**config.mk**
```make
export PLATFORM = sky130hd
export DESIGN_NAME = dpsf_host
export DESIGN_NICKNAME = d
export VERILOG_FILES = /design/src/pkg/dpsf_pkg.sv /design/src/verilog/dpsf_host.sv
export SDC_FILE = /design/constraint.sdc
export NUM_CORES = 1
export LEC_CHECK = 0
export ABC_AREA = 1
export ABC_CLOCK_PERIOD_IN_PS = 2200
export BUFFER_PORTS_ARGS = -buffer_cell sky130_fd_sc_hd__buf_4
export CAP_MARGIN = 5
export CELL_PAD_IN_SITES_DETAIL_PLACEMENT = 1
export CELL_PAD_IN_SITES_GLOBAL_PLACEMENT = 1
export CORE_MARGIN = 1.5
export CORE_UTILIZATION = 41
export CTS_CLUSTER_DIAMETER = 60
export DETAILED_ROUTE_END_ITERATION = 6
export HOLD_SLACK_MARGIN = 0.05
export PLACE_DENSITY_LB_ADDON = 0.1
export SYNTH_ARGS = -nofsm -noshare
export SYNTH_HDL_FRONTEND = slang
export SYNTH_SLANG_ARGS = --single-unit
```
**constraint.sdc**
```tcl
create_clock -name sys_clk -period 2.2 [get_ports sys_clk]
set_input_delay 0 -clock sys_clk [delete_from_list [all_inputs] [get_ports sys_clk]]
set_output_delay 0 -clock sys_clk [all_outputs]
set_load 0.01 [all_outputs]
```
**src/pkg/dpsf_pkg.sv**
```systemverilog
// Package for the host-side token semaphore controller
package dpsf_pkg;
  // ****************************************
  // Sizes and encodings
  // ****************************************
  localparam int unsigned TOKEN_COUNT = 8;
  localparam int unsigned INDEX_WIDTH = 3;
  localparam int unsigned DATA_WIDTH = 16;
  localparam logic FLAG_TAKEN = 1'b0;
  localparam logic FLAG_FREE = 1'b1;
  // ****************************************
  // Pin timing, cycles of sys_clk at 200 MHz
  // ****************************************
  localparam int unsigned CLK_PERIOD_NS = 5;
  localparam int unsigned STROBE_NS = 40;
  localparam int unsigned GAP_NS = 20;
  localparam logic [3:0] STROBE_CYCLES = 4'((STROBE_NS + CLK_PERIOD_NS - 1) / CLK_PERIOD_NS);
  localparam logic [3:0] GAP_CYCLES = 4'((GAP_NS + CLK_PERIOD_NS - 1) / CLK_PERIOD_NS);
  localparam logic [3:0] COUNT_RESET = 4'h0;

  typedef enum logic [1:0] {
    OP_ACQUIRE,
    OP_RELEASE,
    OP_POLL,
    OP_INIT
  } dpsf_op_type;

  typedef struct packed {
    dpsf_op_type op;
    logic [INDEX_WIDTH-1:0] index;
  } dpsf_cmd_type;

  typedef struct packed {
    logic token_space_select_n;
    logic output_enable_n;
    logic read_write_n;
    logic [INDEX_WIDTH-1:0] token_index;
  } dpsf_pins_type;

  localparam dpsf_pins_type PINS_IDLE = '{1'b1, 1'b1, 1'b1, 3'h0};
endpackage

```
**src/verilog/dpsf_host.sv**
```systemverilog
// Host-side controller that claims and frees semaphore tokens over one port's pins
// Function
// - Write zero requests, write one releases
// - Select low token space, SRAM-like strobes
// - Write zero first, then read back
// - Failed request: poll or withdraw with one
// - Drop select between successive reads
// - No self-init; write one to all tokens
`timescale 1ns/100ps
`default_nettype none
module dpsf_host
  import dpsf_pkg::*;
(
  // Clock and reset
  input wire logic sys_clk,
  input wire logic sys_rst,
  // Command port
  input wire logic cmd_valid,
  input wire dpsf_cmd_type cmd,
  output logic cmd_ready,
  output logic done,
  output logic granted,
  output logic [DATA_WIDTH-1:0] read_word,
  // Device pins of one port
  output dpsf_pins_type pins,
  output logic [DATA_WIDTH-1:0] data_out,
  output logic data_oe,
  input wire logic [DATA_WIDTH-1:0] data_in
);
  // ****************************************
  // Input synchroniser
  // ****************************************
  // The far port runs on its own timing, so its bus is retimed first;
  // limitation: read data must settle three cycles before the strobe ends.
  // Only the second stage is read; the first may be metastable.
  logic [DATA_WIDTH-1:0] data_meta;
  logic [DATA_WIDTH-1:0] data_sync;
  always_ff @(posedge sys_clk) begin
    data_meta <= data_in;
    data_sync <= data_meta;
  end

  // ****************************************
  // Sequencer
  // ****************************************
  typedef enum logic [2:0] {
    ST_IDLE,
    ST_WRITE,
    ST_WGAP,
    ST_READ,
    ST_RGAP
  } dpsf_state_type;

  dpsf_state_type state, next_state;
  logic [3:0] count, next_count;
  dpsf_cmd_type cur, next_cur;
  logic wr_bit, next_wr_bit;
  logic [INDEX_WIDTH:0] init_left, next_init_left;
  logic done_q, next_done;
  logic granted_q, next_granted;
  logic [DATA_WIDTH-1:0] word_q, next_word;
  // Pin outputs are registered so no combinational glitch reaches the device
  dpsf_pins_type pins_q, next_pins;
  logic data_oe_q, next_data_oe;
  logic [DATA_WIDTH-1:0] data_out_q, next_data_out;

  always_comb begin
    next_state = state;
    next_count = count;
    next_cur = cur;
    next_wr_bit = wr_bit;
    next_init_left = init_left;
    next_done = 1'b0;
    next_granted = granted_q;
    next_word = word_q;
    next_pins = pins_q;
    next_data_oe = data_oe_q;
    next_data_out = data_out_q;
    case (state)
      ST_IDLE: begin
        // Pins rest deselected so neither strobe is seen between commands
        next_pins = PINS_IDLE;
        next_data_oe = 1'b0;
        if (cmd_valid) begin
          next_cur = cmd;
          next_count = COUNT_RESET;
          next_init_left = 4'(TOKEN_COUNT - 1);
          if (cmd.op == OP_POLL) begin
            next_state = ST_READ;
          end else begin
            // Acquire writes zero, release and init write one
            next_wr_bit = (cmd.op == OP_ACQUIRE) ? FLAG_TAKEN : FLAG_FREE;
            next_state = ST_WRITE;
          end
          if (cmd.op == OP_INIT) begin
            next_cur.index = 3'h0;
          end
        end
      end
      ST_WRITE: begin
        // Select low with write strobe; only bit zero carries the value
        next_pins = '{1'b0, 1'b1, 1'b0, cur.index};
        next_data_oe = 1'b1;
        next_data_out = {{(DATA_WIDTH-1){1'b0}}, wr_bit};
        next_count = count + 4'h1;
        if (count == STROBE_CYCLES - 4'h1) begin
          next_count = COUNT_RESET;
          next_state = ST_WGAP;
        end
      end
      ST_WGAP: begin
        // Select goes high between accesses so the next one starts cleanly
        next_pins = PINS_IDLE;
        next_data_oe = 1'b0;
        next_count = count + 4'h1;
        if (count == GAP_CYCLES - 4'h1) begin
          next_count = COUNT_RESET;
          // Init walks every index so no stale request survives power-up
          if (cur.op == OP_INIT && init_left != 4'h0) begin
            next_init_left = init_left - 4'h1;
            next_cur.index = cur.index + 3'h1;
            next_state = ST_WRITE;
          end else if (cur.op == OP_ACQUIRE) begin
            // Claim is confirmed only by reading back after the write
            next_state = ST_READ;
          end else begin
            // A freed or reinitialised token is no longer ours
            next_done = 1'b1;
            next_granted = 1'b0;
            next_state = ST_IDLE;
          end
        end
      end
      ST_READ: begin
        // The device freezes the flag once select and enable are both low
        next_pins = '{1'b0, 1'b0, 1'b1, cur.index};
        next_data_oe = 1'b0;
        next_count = count + 4'h1;
        if (count == STROBE_CYCLES - 4'h1) begin
          next_count = COUNT_RESET;
          next_word = data_sync;
          // Zero read means this side owns it; the device's arbiter decides
          next_granted = (data_sync[0] == FLAG_TAKEN);
          next_state = ST_RGAP;
        end
      end
      ST_RGAP: begin
        // Select dropped so the next poll sees a fresh value
        next_pins = PINS_IDLE;
        next_data_oe = 1'b0;
        next_count = count + 4'h1;
        if (count == GAP_CYCLES - 4'h1) begin
          next_count = COUNT_RESET;
          next_done = 1'b1;
          next_state = ST_IDLE;
        end
      end
      default: begin
        // Unreachable; recover to idle
        next_state = ST_IDLE;
      end
    endcase
  end

  // ****************************************
  // State registers
  // ****************************************
  // Synchronous reset: pins return deselected within one edge
  always_ff @(posedge sys_clk) begin
    if (sys_rst) begin
      state <= ST_IDLE;
      count <= COUNT_RESET;
      cur <= '0;
      wr_bit <= FLAG_FREE;
      init_left <= 4'h0;
      done_q <= 1'b0;
      granted_q <= 1'b0;
      word_q <= '0;
      pins_q <= PINS_IDLE;
      data_oe_q <= 1'b0;
      data_out_q <= '0;
    end else begin
      state <= next_state;
      count <= next_count;
      cur <= next_cur;
      wr_bit <= next_wr_bit;
      init_left <= next_init_left;
      done_q <= next_done;
      granted_q <= next_granted;
      word_q <= next_word;
      pins_q <= next_pins;
      data_oe_q <= next_data_oe;
      data_out_q <= next_data_out;
    end
  end

  // ****************************************
  // Outputs
  // ****************************************
  // Ready is combinational so a new command can be taken on the done cycle
  assign cmd_ready = (state == ST_IDLE);
  assign done = done_q;
  assign granted = granted_q;
  assign read_word = word_q;
  assign pins = pins_q;
  assign data_oe = data_oe_q;
  assign data_out = data_out_q;
endmodule
`default_nettype wire
```
# ---- Word level (Yosys, flattened, before mapping)
# Index checks and enable logic that the tools add are counted.
dict set report word_totals {
  regBits 75
  latchBits 0
  mem_bits_rw 0
  rom_bits 0
  in_bits 24
  out_inout_bits 42
  word_cells 95
  mem_count 0
}
dict set report classes {
  add_sub_neg 3
  mul 0
  div 0
  magnitude_cmp 0
  n_eq_ne 17
  shifts 0
  muxes 35
  bitwise 2
  reduce_logical 21
}
# operator n
set op_table {}
lappend op_table {{3-bit 2-to-1 mux} 10}
lappend op_table {{4-bit 2-to-1 mux} 6}
lappend op_table {{6-bit case mux with 3 select lines} 1}
lappend op_table {{2-bit != test, second input constant} 8}
lappend op_table {{3-bit case mux with 5 select lines} 1}
lappend op_table {{4-bit case mux with 3 select lines} 1}
lappend op_table {{5-bit AND reduction} 2}
lappend op_table {{1-bit 2-to-1 mux} 9}
lappend op_table {{4-bit case mux with 2 select lines} 1}
lappend op_table {{2-bit equality test, second input constant} 3}
lappend op_table {{3-bit by 2-bit equality test with 1-bit output, second input constant} 2}
lappend op_table {{1-bit case mux with 2 select lines} 3}
lappend op_table {{3-bit case mux with 2 select lines} 1}
lappend op_table {{2-bit AND reduction} 3}
lappend op_table {{2-bit nonzero test} 3}
lappend op_table {{3-bit nonzero test} 2}
lappend op_table {{4-bit by 1-bit adder with 4-bit output, second input constant} 1}
lappend op_table {{4-bit by 2-bit equality test with 1-bit output, second input constant} 1}
lappend op_table {{4-bit by 3-bit equality test with 1-bit output, second input constant} 1}
lappend op_table {{2-bit zero test} 2}
lappend op_table {{2-bit 2-to-1 mux} 2}
lappend op_table {{4-bit AND reduction} 1}
lappend op_table {{4-bit nonzero test} 1}
lappend op_table {{2-bit OR reduction} 2}
lappend op_table {{other kinds (10)} 11}

# ---- Depth between registers and ports, before layout
dict set report depth {
  ltp_word 5
  depth_mapped 11
  depth_no_buf 10
}

# ---- Least setup slack after synthesis
# OpenSTA, ideal clock, no wires.
dict set report synth_path {
  kind {register to register}
  startpoint {register count[0]}
  endpoint {register word_q[10] (netlist: read_word[10])}
  setup_time_ps 116
  arrival_time_ps 1285
  t_required_ps 2084
  setup_slack_ps 799
  stages_incl_launch_ff 8
  period_less_slack_ps 1401
  path_cell_list {dfxtp_1 ha_1 nand2_1 nor2_1 nand2_4 clkbuf_1 o21ai_0 nor2_1}
}
dict set report synth_between {
  elab_chain_cells 2
}
# element line_no
set synth_rtl {}
lappend synth_rtl {{from (decl)} dpsf_host.sv:55} ;# logic [3:0] count, next_count;
lappend synth_rtl {{from (signal assigned)} dpsf_host.sv:184} ;# count <= next_count;
lappend synth_rtl {{4-bit by 3-bit equality test with 1-bit output} dpsf_host.sv:139} ;# if (count == STROBE_CYCLES - 4'h1) begin
lappend synth_rtl {{2-bit AND reduction (no line)} --}
lappend synth_rtl {{to (signal assigned)} dpsf_host.sv:190} ;# word_q <= next_word;
lappend synth_rtl {{to (decl)} dpsf_host.sv:61} ;# logic [DATA_WIDTH-1:0] word_q, next_word;
# No other way between the ends.
# A chain may end at the register's enable or synchronous reset.

# ---- Worst setup path in the final report
dict set report layout_path {
  startpoint {register state[1]}
  endpoint {register wr_bit}
}
dict set report layout_between {
  elab_chain_cells 2
}
# element line_no
set layout_rtl {}
lappend layout_rtl {{from (decl)} dpsf_host.sv:54} ;# dpsf_state_type state, next_state;
lappend layout_rtl {{from (signal assigned)} dpsf_host.sv:183} ;# state <= next_state;
lappend layout_rtl {{3-bit zero test} dpsf_host.sv:79} ;# case (state)
lappend layout_rtl {{3-bit AND reduction (no line)} --}
lappend layout_rtl {{to (signal assigned)} dpsf_host.sv:186} ;# wr_bit <= next_wr_bit;
lappend layout_rtl {{to (decl)} dpsf_host.sv:57} ;# logic wr_bit, next_wr_bit;
# No other way between the ends.

==> impl_metrics.ini <==
[worst_setup_path]
cp_cell_sequence = nor2_2, nand2_2, inv_2, nand2_1, o21ai_0, dlygate4sd3_1, nand3_1
max_stage_delay_ns = 0.57
r2r-start = state[1]
startpoint = state[1]
cp.required_ns = 2.41
end_kind = register
cp_max_fo = 5
critPathKind = register to register
slowest_stage = dlygate4sd3_1
startpoint_type = register
worstPathArrival_ns = 2.03

[worst_hold_path]
hp-class = input port to register
worstHoldStart = cmd[2]

[timing]
tns_ns = 0
fin_skew_ns = 0.01717
maxSlewViolCount = 0
slew_headroom = 0.4703
rsz0062_at_grt = no
holdWs_ns = 0.06783
setup_viol = 0
post-route-min-period_ns = 1.819
period_share = 0.8266
fmax_mhz = 549.9
setup_slack_ns = 0.3815
worst_pin_slew_ns = 0.7937
hold_viol = 0

[cts]
clkSlewWorstSetupHoldPaths_ns = 0.09
tritoncts = done
cts_max_level = 3
post_cts_buffers = 0
numCtsBuffers = 9
clk_latency_ns = 0.35
ctsRootBufferMaster = clkbuf_8
cts_num_sinks = 75
clock_tree.buffer_depth = 2

[yosys]
postSynthAreaPerCell_um2 = 8.265
yosys_warnings = 0
ys_types = 23
ys_seq_area_frac = 0.5556
syn_inst = 327
syn_area_um2 = 2703
synth_seq_cells = 75

[placed_design]
dp_slack_ns = 0.5145
port_buffers = 50
placed_area_um2 = 3077
gp_congestion = 0.8489
hpwl_mm = 4.137

[global_route]
grt_overflow = 0
grt_pass1_wl_mm = 11.00
grt_max_degree = 27
grt_usage = 0.2018
grt_pass1_vias = 2294
antenna_found_initial = 0

[floorplanning]
coreArea_um2 = 6350
die_h_um = 84.19
die_area_um2 = 7088
die_w_um = 84.19
io_pins = 66
start_util = 0.4256
fp-row-count = 29

[detailed_routing]
wl_mm = 6.659
wl_per_cell_um = 13.76
drc = 0
final_antenna_net_count = 0
via_per_inst = 4.762
drt-pass1-iter-count = 4
via_count = 2305
dr.first_iter.drc_count = 94

[layout]
finalNetCount = 429
fillers = 756
stdcell_area_um2 = 3525
area_growth_syn_to_layout_pct = 30.42
antenna_cells = 0
layout-drive-gt1-share = 0.2088

[job]
maxCapViolCount = 0

[power_and_ir_drop]
powerDensity_nw_per_um2 = 1098
p_leak_nw = 1.646
peakVddDrop_uv = 626.0

[status]
status = finished clean
[critical path, delay by kind of cell, from the launching register on]
family,cells,cell delay (ns)
AND/OR/NAND/NOR,4,0.47
buffers and inverters,2,0.68
AO/OA/AOI/OAI,1,0.15
flip-flops,1,0.38
[cell families (layout without fill, tap and decap cells)]
kind of cell               count (synthesis)  count (layout)  share of synthesized area
buffers and inverters                     47             113                    0.09028
DFF                                       75              75                     0.5556
and+or+nand+nor                          158             158                     0.2546
AOI/OAI and AO/OA                         42              42                    0.08102
adders and majority gates                  3               3                    0.01389
xor gates and xnor gates                   1               1                   0.003241
other                                      1              15                   0.001388
[placed cells by master, fill, tap and decap left out]
cell and n:
a2111o_1 1, a21oi_1 17, buf_4 50, bufinv_16 2, clkbuf_1 1, clkbuf_8 10, clkinv_4 3, conb_1 15
dfxtp_1 75, dlygate4sd3_1 22, ha_1 3, inv_1 17, inv_2 8, nand2_1 64, nand2_2 2, nand2_4 2
nand3_1 25, nand3_2 1, nand4_1 2, nor2_1 55, nor2_2 2, nor2_4 3, o211ai_1 1, o21ai_0 23
or2_2 2, xor2_1 1
[state kept, by name (all words and copies together) (netlist names)]
| name | flops |
|---|---|
| data_meta | 16 |
| data_sync | 16 |
| read_word | 16 |
| pins | 6 |
| cur | 5 |
| count | 4 |
| init_left | 4 |
| state | 3 |
| data_oe | 1 |
| data_out | 1 |
| done | 1 |
| granted | 1 |
| wr_bit | 1 |
[where the power goes]
| group | internal, mW | switching (mW) | total (mW) |
|---|---|---|---|
| combinational | 0.392 | 0.657 | 1.05 |
| clock | 0.676 | 0.524 | 1.20 |
| sequential | 1.51 | 0.107 | 1.62 |
| total | 2.58 | 1.29 | 3.87 |
[routing by layer]
metal  wire length [um]  global-route usage  vias to the layer above
met4                126             0.09240                        0
li1                   -                   -                     1159
met2               3316              0.3411                       62
met1               2900              0.2386                     1072
met3                316             0.05605                       12
met5                  0                   0                        -
[repair_timing]
| item | CTS | global route |
|---|---|---|
| resized for setup | 0 | 0 |
| endpoints found under the hold margin | 34 | 0 |
| hold buffers | 22 | 0 |
[cell type report]
type	instances	area, um2	area share
multi-input combinational	219	1010	0.2865
clock buffer	11	141.4	0.04011
sequential	75	1501	0.4260
tap	77	96.34	0.02733
clock inverter	5	86.33	0.02449
inverter	25	93.84	0.02662
timing repair buffer	72	595.6	0.1690
[through the flow]
step	power (mW)	std cells	utilization
2_1_floorplan	2.353	341	-
3_3_place_gp	2.629	446	0.4845
3_5_place_dp	2.652	446	0.4845
4_1_cts	3.894	484	0.5551
5_1_grt	4.127	484	0.5551
6_report	3.871	484	0.5551
[synthesized netlist by cell type]
master	instances	area, um2
conb_1	1	3.750
o21ai_0	23	115.1
clkbuf_1	5	18.77
dfxtp_1	75	1501
nand3_2	1	10.01
inv_2	8	30.03
ha_1	3	37.54
a2111o_1	1	11.26
xor2_1	1	8.760
inv_1	17	63.81
nand2_2	2	12.51
nor2_2	2	12.51
or2_2	2	12.51
nand3_1	25	125.1
buf_6	1	11.26
buf_4	16	120.1
nand4_1	2	12.51
o211ai_1	1	7.510
nand2_4	2	22.52
nor2_4	3	33.78
a21oi_1	17	85.08
nand2_1	64	240.2
nor2_1	55	206.5
[worst paths after layout]
path / slack (ns) / cells after the start / end
worst min register to register: 0.33 / 0 / data_sync[8]
worst max register to register: 0.38 / 7 / wr_bit
worst min-delay path: 0.07 / 5 / cur[2]
worst max-delay path: 0.38 / 7 / wr_bit
Note: power is estimated with default switching activity, not from simulation.
